`config.mk`:
```
export PLATFORM = sky130hd
export DESIGN_NAME = aaes_top
export DESIGN_NICKNAME = d
export VERILOG_FILES = /design/src/rtl/aaes_sel_store.v /design/src/rtl/aaes_top.v
export VERILOG_INCLUDE_DIRS = /design/src /design/src/pkg
export SDC_FILE = /design/constraint.sdc
export NUM_CORES = 1
export LEC_CHECK = 0
export BUFFER_PORTS_ARGS = -buffer_cell sky130_fd_sc_hd__buf_2
export CORE_MARGIN = 2
export CORE_UTILIZATION = 54
export CTS_CLUSTER_DIAMETER = 100
export CTS_CLUSTER_SIZE = 30
export DETAILED_ROUTE_END_ITERATION = 7
export PLACE_DENSITY = 0.91
export SLEW_MARGIN = 20
export SYNTH_ARGS = -nofsm -noshare
export SYNTH_HDL_FRONTEND = slang
export SYNTH_SLANG_ARGS = --single-unit
```
`constraint.sdc`:
```
create_clock -name MCLK -period 17.3 [get_ports MCLK]
set_clock_uncertainty 0.1 [all_clocks]
set_input_delay 3.46 -clock MCLK [delete_from_list [all_inputs] [get_ports MCLK]]
set_output_delay 3.46 -clock MCLK [all_outputs]
set_load 0.1 [all_outputs]
```
`src/pkg/aaes_map.vh`:
```
`ifndef AAES_MAP_VH
`define AAES_MAP_VH
// Register byte offsets
`define AAES_OFS_SEL_ONE     12'h0484
`define AAES_OFS_SEL_TWO     12'h0488
`define AAES_OFS_SEL_THREE   12'h048C
// Offset of the status register: counter enables and last write refused
`define AAES_OFS_STATUS      12'h0490
// Field layout
`define AAES_EVT_MSB         15
`define AAES_EVT_LSB         0
`define AAES_EVT_W           16
`define AAES_RES_MSB         24
`define AAES_RES_LSB         16
// Reset values
`define AAES_RES_RESET       9'h000
`define AAES_EVT_RESET       16'h0000
// Number of selection registers
`define AAES_NUM_SEL         3
`endif

```
`src/rtl/aaes_sel_store.v`:
```
`timescale 1ns/1ps
`default_nettype none
`include "aaes_map.vh"

// Storage for the three event numbers; read data leaves a register
module aaes_sel_store (
	input  wire                         clk,
	input  wire                         reset_n,
	input  wire                         wr_en,
	input  wire [1:0]                   wr_idx,
	input  wire [`AAES_EVT_W-1:0]       wr_data,
	input  wire [1:0]                   rd_idx,
	output reg  [`AAES_EVT_W-1:0]       rd_data,
	output wire [3*`AAES_EVT_W-1:0]     all_data
);
	reg [`AAES_EVT_W-1:0] mem [0:`AAES_NUM_SEL-1];
	genvar g;

	// Each word is a plain register so all three can steer counters at once
	generate
		for (g = 0; g < `AAES_NUM_SEL; g = g + 1) begin : g_word
			always @(posedge clk) begin
				if (!reset_n)
					mem[g] <= `AAES_EVT_RESET;
				else if (wr_en && wr_idx == g)
					mem[g] <= wr_data;
			end
			assign all_data[g*`AAES_EVT_W +: `AAES_EVT_W] = mem[g];
		end
	endgenerate

	// Registered read port
	always @(posedge clk) begin
		if (!reset_n)
			rd_data <= `AAES_EVT_RESET;
		else if (rd_idx < 2'd3)
			rd_data <= mem[rd_idx];
		else
			rd_data <= `AAES_EVT_RESET;
	end
endmodule // aaes_sel_store
`default_nettype wire

```
`src/rtl/aaes_top.v`:
```
`timescale 1ns/1ps
`default_nettype none
`include "aaes_map.vh"

// Functional notes
// RULE_01: Three selection registers at 0x484, 0x488, 0x48C for auxiliary counters one to three.
// RULE_02: Each register is 32 bits and always present, no build option removes it.
// RULE_03: Bits 15:0 hold the event number the matching counter counts; hard-wired counters here read the stored value, not their wired event.
// RULE_04: Reset per field; bits 24:16 reset to zero.
// RULE_05: Supported event numbers are fixed per counter by the implementer.
// RULE_06: Unsupported write may count anything; readback may be any value.
// RULE_07: A hard-wired counter makes the event field read-only.
// RULE_08: Software must not write a selection while its counter is enabled.
// RULE_09: Bits 31:16 read zero and writes to them are ignored.
module aaes_top #(
	parameter [2:0]  FIXED_MASK  = 3'b000,        // Counters with hard-wired event
	parameter [47:0] FIXED_EVT   = 48'h0000_0000_0000,
	parameter [15:0] MAX_EVT_ONE = 16'h00FF,      // Highest supported event number
	parameter [15:0] MAX_EVT_TWO = 16'h00FF,
	parameter [15:0] MAX_EVT_THR = 16'h00FF
) (
	input  wire        MCLK,
	input  wire        RESET_N,
	input  wire        CYC_I,
	input  wire        STB_I,
	input  wire        WE_I,
	input  wire [11:0] ADR_I,
	input  wire [3:0]  SEL_I,
	input  wire [31:0] DAT_I,
	output reg  [31:0] DAT_O,
	output reg         ACK_O,
	input  wire [2:0]  COUNTER_ENABLE,
	output wire [15:0] EVENT_NUMBER_ONE,
	output wire [15:0] EVENT_NUMBER_TWO,
	output wire [15:0] EVENT_NUMBER_THREE
);
	wire [47:0] max_evt = {MAX_EVT_THR, MAX_EVT_TWO, MAX_EVT_ONE};

	// Map a byte address to a selection index; 3 means none
	function [1:0] sel_index;
		input [11:0] adr;
		begin
			case (adr)
				`AAES_OFS_SEL_ONE:   sel_index = 2'd0; // [RULE_01]
				`AAES_OFS_SEL_TWO:   sel_index = 2'd1; // [RULE_01]
				`AAES_OFS_SEL_THREE: sel_index = 2'd2; // [RULE_01]
				default:             sel_index = 2'd3;
			endcase
		end
	endfunction

	wire        req      = CYC_I && STB_I && !ACK_O;
	wire [1:0]  idx      = sel_index(ADR_I);
	wire        is_sel   = (idx != 2'd3);
	wire        is_stat  = (ADR_I == `AAES_OFS_STATUS);
	wire [15:0] stored;
	wire [47:0] all_evt;
	reg         refused;
	reg         rd_sel;   // Read data comes from the store
	reg  [31:0] rd_other;

	// Write lanes: only the two low byte lanes reach the event field
	wire [15:0] wr_merge = {SEL_I[1] ? DAT_I[15:8] : stored_cur[15:8],
		SEL_I[0] ? DAT_I[7:0] : stored_cur[7:0]};
	reg  [15:0] stored_cur;
	always @* begin
		stored_cur = all_evt[15:0];
		if (idx == 2'd1)
			stored_cur = all_evt[31:16];
		else if (idx == 2'd2)
			stored_cur = all_evt[47:32];
	end

	// Writes blocked on hard-wired counters, unsupported numbers or enabled counters
	wire fixed_hit = is_sel && FIXED_MASK[idx];                          // [RULE_07]
	wire over_max  = is_sel && (wr_merge > max_evt[idx*16 +: 16]);       // [RULE_05]
	wire busy_hit  = is_sel && COUNTER_ENABLE[idx];                      // [RULE_08]
	wire wr_ok     = req && WE_I && is_sel && (SEL_I[1:0] != 2'b00)
		&& !fixed_hit && !over_max && !busy_hit;                         // [RULE_06]

	aaes_sel_store u_store (
		.clk      (MCLK),
		.reset_n  (RESET_N),
		.wr_en    (wr_ok),
		.wr_idx   (idx),
		.wr_data  (wr_merge), // [RULE_09]
		.rd_idx   (idx),
		.rd_data  (stored),
		.all_data (all_evt)
	);

	// Outputs to counters: fixed events win over the stored value
	genvar g;
	wire [47:0] eff_evt;
	generate
		for (g = 0; g < 3; g = g + 1) begin : g_eff
			assign eff_evt[g*16 +: 16] = FIXED_MASK[g] ? FIXED_EVT[g*16 +: 16]
				: all_evt[g*16 +: 16]; // [RULE_03] [RULE_07]
		end
	endgenerate
	assign EVENT_NUMBER_ONE   = eff_evt[15:0];
	assign EVENT_NUMBER_TWO   = eff_evt[31:16];
	assign EVENT_NUMBER_THREE = eff_evt[47:32];

	// Bus answer: one wait state, ack dropped the cycle after it is given
	always @(posedge MCLK) begin
		if (!RESET_N) begin
			ACK_O    <= 1'b0;
			rd_sel   <= 1'b0;
			rd_other <= 32'h0000_0000;
			refused  <= 1'b0;
		end else begin
			ACK_O <= req;
			if (req) begin
				rd_sel   <= is_sel;
				rd_other <= is_stat ? {28'h000_0000, refused, COUNTER_ENABLE} : 32'h0000_0000;
				if (WE_I && is_sel)
					refused <= !wr_ok;
			end
		end
	end

	// Upper bits read zero; fixed counters read the stored value, not their wired event
	always @* begin
		DAT_O = rd_other;
		if (rd_sel)
			DAT_O = {16'h0000, stored}; // [RULE_04] [RULE_09] [RULE_02]
	end
endmodule // aaes_top
`default_nettype wire
```
==> reports/results.txt <==
Outcome - finished, final reports clean
# fillers - 545
EDFF count, synth - 48
Largest net degree at the start of global routing - 34
Unrepaired setup endpoints after global routing - false
Final Wtd Congestion - 0.9233
H-tree levels - 3
Mapped Area - 3832 um2
DR iter-0 viols - 316
P per Cell Area - 91.45 nW/um2
Worst Setup End Kind - flop
# clock sinks - 71
# resized after CTS - 0
Maximum vdd drop - 0.00004502 V
Worst setup SP type - input pin
Row count - 30
Post-route DRC - 0
Dpl cell area - 4418 um2
Detailed-route wire length - 10,240 um
Final core utilization - 0.6744
Post-route cell area - 4607 um2
Die Width - 88.25 um
Ports - 137
Tmin final - 9.129 ns
Clk_lat worst skew - 0.36 ns
Vias in the first global route - 3,047
Layout cells sized above 1 - 0.3021
Post-DR wirelength/cell - 18.10 um
Critical Path RT - 17.26 ns
Critical path arrival - 9.09 ns
Setup bufs post-CTS - 0
Hold buffers post-CTS - 0
Setup Viol. Count Final - 0
Initial Util - 0.5610
Chip height - 88.25 um
Area Overhead vs Synth - 20.21%
Post-route ant nets - 0
Path type of the worst min-delay path - reg2reg
Maximum root-to-sink buffer count - 2
Pre-antenna DRT Iters - 7
Die area - 7787 um2
Num CTS Buffers - 9
HPWL Detailed - 7447 um
Register area share after synthesis - 0.4962
Crit Path Class - in2reg
Max FO, Critical Path - 28
Via count - 3,301
GR Overflow Total - 0
Least-Margin Pin Slew - 1.169 ns
Hold Vio Cnt, Final - 0
GR Util All Layers - 0.2656
Avg Cell Area, Syn - 10.98 um2
Synth area leaders - edfxtp_1 38%, dfxtp_1 12%, mux2i_1 6.3%
Syn Inst Count - 349
Cell taking the most area after synthesis - edfxtp_1
Asr flop ratio synth - 0
Initial antenna violation count - 0
Ant diodes - 0
Slew headroom - 0.2189
First-pass GRT wire length - 15,290 um
F_max - 109.5 MHz
Maxcap violations - 0
Leak pwr - 0.001974 uW
Seq cells post-synth - 71
TNS Setup - 0 ns
Final Max Tran Viols - 0
CORE AREA - 6832 um2
Yosys cell types - 66
Reg clk slew, reported paths - 0.07 ns
Fin crit share - 0.5277
PortBufs - 102
Avg Vias per Cell - 5.832
Yosys top cell area share - 0.3761
Main synth FF type - edfxtp_1
Syn. warnings - 0
Nets@finish - 525
Root buffer selected by CTS - clkbuf_8
CTS tree - yes
==> placed cells by master (no fill, tap or decap), drive strengths merged, types with 4 or more instances in the layout <==
cell,n
a21oi,8
conb,40
inv,10
mux2,6
o31ai,4
nor4b,4
nor4,28
nor2b,7
dfxtp,23
edfxtp,48
mux2i,24
nand3,9
nand2,11
a22oi,5
clkbuf,13
ha,4
and2,14
nor2,34
buf,107
a211oi,21
==> metrics by stage <==
step | hold WS (ns) | worst slack (ns) | power, uW | instances
floorplan | 0.3879 | 8.440 | 283.8 | 388
global placement | 0.4038 | 8.112 | 296.2 | 550
detailed placement | 0.4290 | 7.934 | 298.2 | 550
CTS | 0.4475 | 8.282 | 421.2 | 566
global route | 0.4732 | 7.799 | 433.6 | 566
finish | 0.4417 | 8.171 | 421.3 | 566
==> flip-flops by register name, indices dropped and copies added (netlist names) <==
name / cells
refused: 1
rd_other: 4
rd_sel: 1
u_store.mem: 48
ACK_O: 1
u_store.rd_data: 16
==> synth_stat cells, types with 8 or more instances <==
cell type / instances
a211oi_1: 21
mux2i_1: 24
nand3_1: 9
dfxtp_1: 23
nand2_1: 11
and2_1: 14
edfxtp_1: 48
buf_4: 17
nor4_1: 28
nor2_1: 34
inv_1: 9
a21oi_1: 8
clkbuf_1: 15
==> final timing paths <==
check                                        from           endpoint  slack (ns)  cells past startpoint
worst max-delay path                     ADR_I[9]  u_store.mem[1][9]        8.17                     15
worst min-delay path                  rd_other[0]        rd_other[0]        0.44                      2
worst max register to register  u_store.mem[2][7]  u_store.mem[1][9]       12.65                     12
worst min register to register        rd_other[0]        rd_other[0]        0.44                      2
==> layer usage <==
metal  routed length, um  share of wire  track usage
met1                4122           0.40       0.3390
met2                4860           0.47       0.4224
met3                 828          0.081      0.04384
met4                 433          0.042       0.1680
met5                   0              0            0
==> where the power goes <==
part / switching [uW] / internal, uW / total (uW)
clock network: 61.4 / 64.3 / 126
registers: 5.77 / 188 / 194
logic: 85.7 / 15.9 / 102
total: 153 / 268 / 421
==> critical path, cell delays in order <==
cell and delay, ns:
buf_2 0.11, nor4b_2 0.99, nand3_1 0.69, nor2_1 0.24, a211oi_1 0.07, a21oi_1 0.29
inv_1 0.12, ha_1 0.33, a21o_1 0.18, nor3_1 0.26, a31o_2 0.16, a22oi_1 0.08
o32a_1 0.70, o41ai_2 1.06, buf_4 0.34
==> cell type report <==
| type | count | area, um2 | area share |
|---|---|---|---|
| multi-input combinational | 266 | 1812 | 0.3933 |
| clock inverter | 3 | 17.52 | 0.003802 |
| timing repair buffer | 107 | 548.0 | 0.1190 |
| sequential | 71 | 1902 | 0.4128 |
| tap | 96 | 120.1 | 0.02607 |
| clock buffer | 13 | 170.2 | 0.03694 |
| inverter | 10 | 37.54 | 0.008148 |
==> kinds of logic after synthesis <==
logic type,share of synthesized area
AOI/OAI and AO/OA,0.1456
xor gates and xnor gates,0.002286
adders and majority gates,0.01306
buffers and inverters,0.07410
DFF,0.4962
muxes,0.08031
other,0.0009785
and+or+nand+nor,0.1874
Power figures use the tool's default switching activity.
